**src/core/stt_pkg.sv**
```systemverilog
// Purpose: Shared constants for the synced timestamp counter.
// Assumes: Register bit 0 is the least significant bit.
// Notes:   Field positions are given as lsb indices.

package stt_pkg;

   // -------------------------------------------------------------
   // Widths and counts
   // -------------------------------------------------------------
   localparam int unsigned TS_W     = 48;       // Kept count bits
   localparam int unsigned PS_W     = 4;        // Prescaler bits
   localparam int unsigned CHK_W    = 9;        // Checker count
   localparam int unsigned INUM_W   = 6;        // Interrupt number
   localparam logic [3:0]  PS_TOP   = 4'hF;     // Carry value
   localparam logic [3:0]  PS_ZERO  = 4'h0;
   localparam logic [3:0]  PS_ONE   = 4'h1;
   localparam logic [7:0]  GEN_LAST = 8'hFF;    // 256 ticks a pulse
   localparam logic [7:0]  GEN_ZERO = 8'h00;
   localparam logic [7:0]  GEN_ONE  = 8'h01;
   localparam logic [47:0] TS_ONE   = 48'h0000_0000_0001;
   localparam logic [8:0]  PERIOD   = 9'h100;   // Sync period
   localparam logic [8:0]  TOL_1US  = 9'h007;
   localparam logic [8:0]  TOL_2US  = 9'h00F;
   localparam logic [8:0]  TOL_4US  = 9'h01F;
   localparam logic [8:0]  CNT_ZERO = 9'h000;
   localparam logic [8:0]  CNT_ONE  = 9'h001;
   localparam logic [8:0]  CNT_MAX  = 9'h1FF;

   // -------------------------------------------------------------
   // Register indices and field positions
   // -------------------------------------------------------------
   localparam logic [1:0]  IDX_COUNT = 2'h0;    // Timestamp count
   localparam logic [1:0]  IDX_AGENT = 2'h1;    // Agent config
   localparam logic [1:0]  IDX_RELAY = 2'h2;    // Relay config
   localparam int unsigned CFG_RES   = 0;       // Two bits
   localparam int unsigned CFG_MAST  = 2;
   localparam int unsigned CFG_SMODE = 3;
   localparam int unsigned CFG_IPROC = 4;
   localparam int unsigned CFG_INUM  = 5;       // Six bits
   localparam int unsigned RLY_YEN   = 0;
   localparam int unsigned RLY_XEN   = 1;
   localparam int unsigned RLY_SRC   = 2;       // Two bits
   localparam logic [63:0] RD_ZERO   = 64'h0000_0000_0000_0000;

   // Resolution codes
   typedef enum logic [1:0] {
      RES_OFF = 2'b00,
      RES_1US = 2'b01,
      RES_2US = 2'b10,
      RES_4US = 2'b11
   } stt_res_type;

   // Relay source codes
   typedef enum logic [1:0] {
      SRC_NONE  = 2'b00,
      SRC_LOCAL = 2'b01,
      SRC_XLINK = 2'b10,
      SRC_YLINK = 2'b11
   } stt_src_type;

endpackage : stt_pkg

```
**src/core/stt_core.sv**
```systemverilog
// Purpose: Timestamp counter kept in step by a shared sync pulse.
// Assumes: tb_tick_in is a synchronous one-cycle time-base tick.
// Notes:   Count and interrupt fields hold their value over reset.
`timescale 1ns/1ps

module stt_core
   import stt_pkg::*;
(
   input  logic              clk_in,
   input  logic              arst_n_in,
   input  logic              tb_tick_in,
   input  logic              sync_in,
   input  logic [1:0]        csr_idx_in,
   input  logic              csr_wr_in,
   input  logic              csr_rd_in,
   input  logic [63:0]       csr_wdata_in,
   output logic [63:0]       csr_rdata_out,
   output logic              csr_rvalid_out,
   output logic              sync_o_out,
   output logic              sync_oe_out,
   input  logic              link_x_in,
   input  logic              link_y_in,
   output logic              link_x_out,
   output logic              link_y_out,
   output logic              relay_o_out,
   output logic              relay_oe_out,
   output logic              intr_out,
   output logic [INUM_W-1:0] intr_num_out,
   output logic              intr_bus_out
);

   // -------------------------------------------------------------
   // Register decode
   // -------------------------------------------------------------
   logic wr_count;   // Count word written
   logic wr_agent;   // Agent config written
   logic wr_relay;   // Relay config written

   assign wr_count = csr_wr_in && (csr_idx_in == IDX_COUNT);
   assign wr_agent = csr_wr_in && (csr_idx_in == IDX_AGENT);
   assign wr_relay = csr_wr_in && (csr_idx_in == IDX_RELAY);

   // -------------------------------------------------------------
   // Sync pin edge
   // -------------------------------------------------------------
   logic sync_prev_q;  // Last sampled pin level
   logic sync_hit;     // Pulse start seen this cycle

   // The pin may stay high for several cycles; act once
   always_ff @(posedge clk_in or negedge arst_n_in) begin
      if (!arst_n_in) begin
         sync_prev_q <= 1'b0;
      end else begin
         sync_prev_q <= sync_in;
      end
   end

   assign sync_hit = sync_in && !sync_prev_q;

   // -------------------------------------------------------------
   // Agent configuration
   // -------------------------------------------------------------
   logic              master_q;  // This agent generates the pulse
   stt_res_type       res_q;     // Resolution, off at reset
   logic              smode_q;   // Synchronising mode
   logic [INUM_W-1:0] inum_q;    // Interrupt number
   logic              iproc_q;   // Interrupt target bus

   // Master and resolution clear on reset
   always_ff @(posedge clk_in or negedge arst_n_in) begin
      if (!arst_n_in) begin
         master_q <= 1'b0;
         res_q    <= RES_OFF;
      end else if (wr_agent) begin
         master_q <= csr_wdata_in[CFG_MAST];
         res_q    <= stt_res_type'(csr_wdata_in[CFG_RES +: 2]);
      end
   end

   // Sync mode: a pulse in the same cycle as a write wins
   always_ff @(posedge clk_in or negedge arst_n_in) begin
      if (!arst_n_in) begin
         smode_q <= 1'b0;
      end else if (sync_hit) begin
         smode_q <= 1'b1;
      end else if (wr_agent) begin
         smode_q <= csr_wdata_in[CFG_SMODE];
      end
   end

   // Interrupt routing fields keep their value over reset
   always_ff @(posedge clk_in) begin
      if (wr_agent) begin
         inum_q  <= csr_wdata_in[CFG_INUM +: INUM_W];
         iproc_q <= csr_wdata_in[CFG_IPROC];
      end
   end

   // -------------------------------------------------------------
   // Relay configuration
   // -------------------------------------------------------------
   stt_src_type src_q;  // Incoming pulse source
   logic        xen_q;  // Forward to X link
   logic        yen_q;  // Forward to Y link

   always_ff @(posedge clk_in or negedge arst_n_in) begin
      if (!arst_n_in) begin
         src_q <= SRC_NONE;
         xen_q <= 1'b0;
         yen_q <= 1'b0;
      end else if (wr_relay) begin
         src_q <= stt_src_type'(csr_wdata_in[RLY_SRC +: 2]);
         xen_q <= csr_wdata_in[RLY_XEN];
         yen_q <= csr_wdata_in[RLY_YEN];
      end
   end

   // -------------------------------------------------------------
   // Prescaler and timestamp count
   // -------------------------------------------------------------
   logic [PS_W-1:0] ps_q;  // Prescaler
   logic [PS_W-1:0] ps_d;
   logic [TS_W-1:0] ts_q;  // Timestamp count
   logic [TS_W-1:0] ts_d;
   logic            rounding;

   assign rounding = smode_q && sync_hit && (res_q != RES_OFF);

   // Rounding outranks a tick in the same cycle, so the agents
   // land on the same boundary; a count write outranks both
   always_comb begin
      ps_d = ps_q;
      ts_d = ts_q;
      if (!smode_q) begin
         ps_d = PS_ZERO;
      end else if (rounding) begin
         unique case (res_q)
            RES_OFF: ps_d = ps_q;
            RES_1US: ps_d = {PS_W{ps_q[PS_W-1]}};
            RES_2US: ps_d = {PS_W{ts_q[0]}};
            RES_4US: begin
               ps_d    = {PS_W{ts_q[1]}};
               ts_d[0] = ts_q[1];
            end
         endcase
      end else if (tb_tick_in) begin
         ps_d = ps_q + PS_ONE;
         if (ps_q == PS_TOP) begin
            ts_d = ts_q + TS_ONE;
         end
      end
      if (wr_count) begin
         ts_d = csr_wdata_in[TS_W-1:0];
      end
   end

   always_ff @(posedge clk_in or negedge arst_n_in) begin
      if (!arst_n_in) begin
         ps_q <= PS_ZERO;
      end else begin
         ps_q <= ps_d;
      end
   end

   // No reset: the count survives a reset untouched
   always_ff @(posedge clk_in) begin
      ts_q <= ts_d;
   end

   // -------------------------------------------------------------
   // Master pulse generator
   // -------------------------------------------------------------
   logic [7:0] gen_cnt_q;  // Ticks within the sync period

   // Counter idles at zero while not master
   always_ff @(posedge clk_in or negedge arst_n_in) begin
      if (!arst_n_in) begin
         gen_cnt_q  <= GEN_ZERO;
         sync_o_out <= 1'b0;
      end else begin
         sync_o_out <= 1'b0;
         if (!master_q) begin
            gen_cnt_q <= GEN_ZERO;
         end else if (tb_tick_in) begin
            gen_cnt_q <= gen_cnt_q + GEN_ONE;
            if (gen_cnt_q == GEN_LAST) begin
               sync_o_out <= 1'b1;
            end
         end
      end
   end

   // Non-master agents leave the shared pin floating unless the relay source is a link
   assign sync_oe_out = master_q;

   // -------------------------------------------------------------
   // Checker and interrupt
   // -------------------------------------------------------------
   logic chk_err;  // One-cycle check failure

   stt_check u_check (
      .clk_in    (clk_in),
      .arst_n_in (arst_n_in),
      .tick_in   (tb_tick_in),
      .sync_in   (sync_hit),
      .res_in    (res_q),
      .err_out   (chk_err)
   );

   // Interrupt carries the number and bus chosen by software
   always_ff @(posedge clk_in or negedge arst_n_in) begin
      if (!arst_n_in) begin
         intr_out     <= 1'b0;
         intr_num_out <= '0;
         intr_bus_out <= 1'b0;
      end else begin
         intr_out <= chk_err;
         if (chk_err) begin
            intr_num_out <= inum_q;
            intr_bus_out <= iproc_q;
         end
      end
   end

   // -------------------------------------------------------------
   // Relay
   // -------------------------------------------------------------
   stt_relay u_relay (
      .clk_in     (clk_in),
      .arst_n_in  (arst_n_in),
      .src_in     (src_q),
      .xen_in     (xen_q),
      .yen_in     (yen_q),
      .local_in   (sync_hit),
      .x_in       (link_x_in),
      .y_in       (link_y_in),
      .x_out      (link_x_out),
      .y_out      (link_y_out),
      .loc_out    (relay_o_out),
      .loc_oe_out (relay_oe_out)
   );

   // -------------------------------------------------------------
   // Read path
   // -------------------------------------------------------------
   logic [63:0] rd_d;  // Word selected for reading

   // Unused bits and the spare index read as zero
   always_comb begin
      rd_d = RD_ZERO;
      case (csr_idx_in)
         IDX_COUNT: rd_d[TS_W-1:0] = ts_q;
         IDX_AGENT: begin
            rd_d[CFG_RES +: 2]       = res_q;
            rd_d[CFG_MAST]           = master_q;
            rd_d[CFG_SMODE]          = smode_q;
            rd_d[CFG_IPROC]          = iproc_q;
            rd_d[CFG_INUM +: INUM_W] = inum_q;
         end
         IDX_RELAY: begin
            rd_d[RLY_SRC +: 2] = src_q;
            rd_d[RLY_XEN]      = xen_q;
            rd_d[RLY_YEN]      = yen_q;
         end
         default: rd_d = RD_ZERO;
      endcase
   end

   // Read answer lands one cycle after the strobe
   always_ff @(posedge clk_in or negedge arst_n_in) begin
      if (!arst_n_in) begin
         csr_rdata_out  <= RD_ZERO;
         csr_rvalid_out <= 1'b0;
      end else begin
         csr_rvalid_out <= csr_rd_in;
         if (csr_rd_in) begin
            csr_rdata_out <= rd_d;
         end
      end
   end
endmodule : stt_core

```
**src/core/stt_check.sv**
```systemverilog
// Purpose: Sync interval checker, judged in time-base ticks.
// Assumes: Inputs are synchronous one-cycle pulses.
// Notes:   A missing pulse is flagged as soon as the window ends.
`timescale 1ns/1ps

module stt_check
   import stt_pkg::*;
(
   input  logic        clk_in,
   input  logic        arst_n_in,
   input  logic        tick_in,
   input  logic        sync_in,
   input  stt_res_type res_in,
   output logic        err_out
);

   logic [CHK_W-1:0] cnt_q;    // Ticks since last pulse
   logic             armed_q;  // A previous pulse was seen
   logic [CHK_W-1:0] tol;      // Half resolution in ticks, less one
   logic [CHK_W-1:0] lo;
   logic [CHK_W-1:0] hi;

   // Window edges per resolution
   always_comb begin
      unique case (res_in)
         RES_OFF: tol = CNT_ZERO;
         RES_1US: tol = TOL_1US;
         RES_2US: tol = TOL_2US;
         RES_4US: tol = TOL_4US;
      endcase
      lo = PERIOD - tol;
      hi = PERIOD + tol;
   end

   // Interval count and judgement
   always_ff @(posedge clk_in or negedge arst_n_in) begin
      if (!arst_n_in) begin
         cnt_q   <= CNT_ZERO;
         armed_q <= 1'b0;
         err_out <= 1'b0;
      end else begin
         err_out <= 1'b0;
         if (res_in == RES_OFF) begin
            cnt_q   <= CNT_ZERO;
            armed_q <= 1'b0;
         end else if (sync_in) begin
            err_out <= armed_q && ((cnt_q < lo) || (cnt_q > hi));
            armed_q <= 1'b1;
            cnt_q   <= CNT_ZERO;
         end else if (tick_in) begin
            // Late without a pulse: flag once, then wait to rearm
            if (armed_q && (cnt_q == hi)) begin
               err_out <= 1'b1;
               armed_q <= 1'b0;
            end
            if (cnt_q != CNT_MAX) begin
               cnt_q <= cnt_q + CNT_ONE;
            end
         end
      end
   end
endmodule : stt_check

```
**src/core/stt_relay.sv**
```systemverilog
// Purpose: Link agent relay of the sync pulse between nodes.
// Assumes: Link inputs are header flags, one cycle per packet.
// Notes:   Local source never loops back onto the local pin.
`timescale 1ns/1ps

module stt_relay
   import stt_pkg::*;
(
   input  logic        clk_in,
   input  logic        arst_n_in,
   input  stt_src_type src_in,
   input  logic        xen_in,
   input  logic        yen_in,
   input  logic        local_in,
   input  logic        x_in,
   input  logic        y_in,
   output logic        x_out,
   output logic        y_out,
   output logic        loc_out,
   output logic        loc_oe_out
);

   logic sel;     // Selected incoming pulse
   logic remote;  // Source is a link

   // Source selection
   always_comb begin
      unique case (src_in)
         SRC_NONE:  sel = 1'b0;
         SRC_LOCAL: sel = local_in;
         SRC_XLINK: sel = x_in;
         SRC_YLINK: sel = y_in;
      endcase
      remote = (src_in == SRC_XLINK) || (src_in == SRC_YLINK);
   end

   // Header flags out, and local drive for a remote source
   always_ff @(posedge clk_in or negedge arst_n_in) begin
      if (!arst_n_in) begin
         x_out      <= 1'b0;
         y_out      <= 1'b0;
         loc_out    <= 1'b0;
         loc_oe_out <= 1'b0;
      end else begin
         x_out      <= sel && xen_in;
         y_out      <= sel && yen_in;
         loc_out    <= sel && remote;
         loc_oe_out <= remote;
      end
   end
endmodule : stt_relay

```
**config.mk**
```make
export PLATFORM = sky130hd
export DESIGN_NAME = stt_core
export DESIGN_NICKNAME = d
export VERILOG_FILES = /design/src/core/stt_pkg.sv /design/src/core/stt_core.sv /design/src/core/stt_check.sv /design/src/core/stt_relay.sv
export SDC_FILE = /design/constraint.sdc
export NUM_CORES = 1
export LEC_CHECK = 0
export BUFFER_PORTS_ARGS = -buffer_cell sky130_fd_sc_hd__buf_2
export CAP_MARGIN = 0
export CORE_ASPECT_RATIO = 1.75
export CORE_MARGIN = 5
export CORE_UTILIZATION = 59
export DETAILED_ROUTE_END_ITERATION = 8
export GPL_TIMING_DRIVEN = 1
export PLACE_DENSITY = 0.88
export SYNTH_ARGS = -nofsm -noshare
export SYNTH_HDL_FRONTEND = slang
export SYNTH_SLANG_ARGS = --single-unit
```
**constraint.sdc**
```tcl
create_clock -name clk_in -period 13.9 [get_ports clk_in]
set_input_delay 1.39 -clock clk_in [delete_from_list [all_inputs] [get_ports clk_in]]
set_output_delay 1.39 -clock clk_in [all_outputs]
set_load 0.01 [all_outputs]
```
==> results.sh <==
export IMPL_clock_path_buffers=2
export IMPL_cts_root_buf="clkbuf_16"
export IMPL_portBuffers=120
export IMPL_wl_mm=18.3
export IMPL_vias=6168
export IMPL_dr_wl_met3_mm=1.12
export IMPL_place_gp_congestion=0.872
export IMPL_wl_per_cell_um=17.1
export IMPL_dpl_hpwl_mm=12.9
export IMPL_layout_commonest_cell="buf_2"
export IMPL_clk_latency_ns=0.42
export IMPL_ys_top_cells_by_area="dfrtp_1, edfxtp_1, nand2_1"
export IMPL_row_count=55
export IMPL_async_reset_ff_frac=0.631
export IMPL_chipWidth_um=96.0
export IMPL_layout_common_cells="buf_2, nand2_1, dfrtp_1"
export IMPL_worstMarginPinSlew_ns=0.936
export IMPL_synth_largest_area_cell="dfrtp_1"
export IMPL_ys_seq_elements=149
export IMPL_hold_buffers=0
export IMPL_finalHoldViolations=0
export IMPL_cts_tree="done"
export IMPL_setup_tns_ns=0
export IMPL_worstPathMaxFanout=26
export IMPL_hold_path_class="reg -> reg"
export IMPL_h_tree_depth=4
export IMPL_die_y_um=161
export IMPL_end_kind="register"
export IMPL_synth_edf_count=55
export IMPL_final_setup_viol_count=0
export IMPL_drt_iter0_markers=476
export IMPL_p_leak_nw=3.84
export IMPL_grt_antenna_before_repair=0
export IMPL_grt_ovfl_total=0
export IMPL_viasPerCell=5.79
export IMPL_grt_max_degree=61
export IMPL_ys_flop_type="dfrtp_1"
export IMPL_path_clk_slew_ns=0.06
export IMPL_wl_met2_mm=9.97
export IMPL_firstDrtPassIters=5
export IMPL_path_class="in -> reg"
export IMPL_fin_skew_ns=0.00880
export IMPL_drv_slew=0
export IMPL_status="finished, final reports clean"
export IMPL_top_layer="met4"
export IMPL_min_period_ns=3.30
export IMPL_drive_above_1_share=0.199
export IMPL_period_share=0.237
export IMPL_drc=0
export IMPL_syn_area_sq_um=7640
export IMPL_startpoint_type="input pin"
export IMPL_powerDensity_nw_per_um2=131
export IMPL_core_sq_um=12800
export IMPL_grt_pass1_wl_mm=29.0
export IMPL_yosysSeqAreaShare=0.524
export IMPL_holdWs_ns=0.485
export IMPL_ir_drop_mv=0.0924
export IMPL_cp_required_ns=14.02
export IMPL_fmax_mhz=303
export IMPL_netlist_instances=775
export IMPL_wl_met1_mm=6.64
export IMPL_yosys_cell_types_count=53
export IMPL_grt_pass1_vias=6037
export IMPL_worstPathArrival_ns=3.42
export IMPL_antennaDiodeCount=0
export IMPL_synth_area_per_cell_sq_um=9.86
export IMPL_cts_resized_gates=0
export IMPL_netlist_area_leader_share=0.308
export IMPL_start_util=0.597
export IMPL_r2r_slack_ns=10.60
export IMPL_cts_buffers_inserted=17
export IMPL_post_cts_setup_buffers=0
export IMPL_ant_nets=0
export IMPL_total_power_mw=1.17
export IMPL_grt_setup_unrepaired="false"
export IMPL_syn2layout_area_growth_pct=16.6
export IMPL_io_pins=153
export IMPL_fin_nets=975
export IMPL_yosys_warnings=0
export IMPL_numClockSinks=149
export IMPL_fp_dieArea_sq_um=15400
export IMPL_slew_headroom=0.376
export IMPL_maxCapViolations=0
export IMPL_grtUsageTotal=0.241
[cells by family (layout without fill, tap and decap cells)]
| group | count (synthesis) | after routing | share of synthesized area |
|---|---|---|---|
| AO/OA/AOI/OAI | 149 | 149 | 0.113 |
| buffers and inverters | 113 | 217 | 0.0639 |
| XOR/XNOR | 39 | 39 | 0.0447 |
| AND/OR/NAND/NOR | 273 | 273 | 0.178 |
| multiplexers | 31 | 31 | 0.0431 |
| adder cells (fa/ha/maj) | 20 | 20 | 0.0328 |
| other | 1 | 16 | 0.000491 |
| flip-flops | 149 | 149 | 0.524 |
[metal layers]
metal / vias up / track usage
met3: 48 / 0.0440
met5: - / 0
met1: 2977 / 0.273
met4: 0 / 0.0913
met2: 239 / 0.434
li1: 2904 / -
[where the power goes]
group          internal [mW]  leakage (nW)  switching, mW
Combinational         0.0671          1.81         0.0898
Clock                  0.301         0.299          0.181
Sequential             0.496          1.73         0.0326
[critical path, cell delays in order]
cell	delay, ns
buf_2	0.11
nor2b_1	0.23
nand2_1	0.23
nand2_1	0.13
o21ai_4	0.68
buf_4	0.47
o21bai_1	0.18
[sequential cells by signal (all words and copies together), names as in the netlist, 2 cells and up]
signal / cells
gen_cnt_q: 8
csr_rdata_out: 48
src_q: 2
intr_num_out: 6
ts_q: 48
u_check.cnt_q: 9
res_q: 2
ps_q: 4
inum_q: 6
[cell usage after synthesis, drive strengths merged (5+ instances only)]
cell	number
nand2	106
dfrtp	94
o21ai	79
inv	61
edfxtp	55
nor2	48
clkbuf	29
xor2	26
buf	23
nand3	22
nand4	21
ha	20
a31oi	19
mux2i	16
mux2	15
or4	14
xnor2	13
a21oi	12
o31ai	11
and3	10
nor2b	9
or3	9
o22ai	8
and2	7
and4	5
nor3	5
[per-stage QoR]
| step | util | area [sq um] | instances | setup WS, ns |
|---|---|---|---|---|
| 6_report | 0.696 | 8910 | 1065 | 10.60 |
| 3_5_place_dp | 0.648 | 8300 | 1033 | 10.16 |
| 5_1_grt | 0.696 | 8910 | 1065 | 10.32 |
| 4_1_cts | 0.696 | 8910 | 1065 | 10.62 |
| 3_3_place_gp | 0.648 | 8300 | 1033 | 10.21 |
| 2_1_floorplan | - | 7690 | 790 | 8.00 |
[path summary, 6_finish.rpt]
check | startpoint | endpoint | depth (start not counted)
hold reg to reg | src_q[1] | u_relay.loc_oe_out | 0
setup / recovery | sync_in | ts_q[0] | 7
max in group asynchronous | arst_n_in | intr_out | 2
setup reg to reg | ts_q[10] | ts_q[41] | 5
min in group asynchronous | arst_n_in | csr_rdata_out[43] | 1
hold / removal | src_q[1] | u_relay.loc_oe_out | 0
[cell type report]
type | count | area (sq um)
clock buffer | 20 | 437
clock inverter | 12 | 178
fill | 937 | 3890
inverter | 61 | 229
multi-input combinational | 528 | 3220
sequential | 149 | 4000
tap | 171 | 214
timing repair buffer | 124 | 633
No activity file was read; power rests on OpenSTA's default activity.
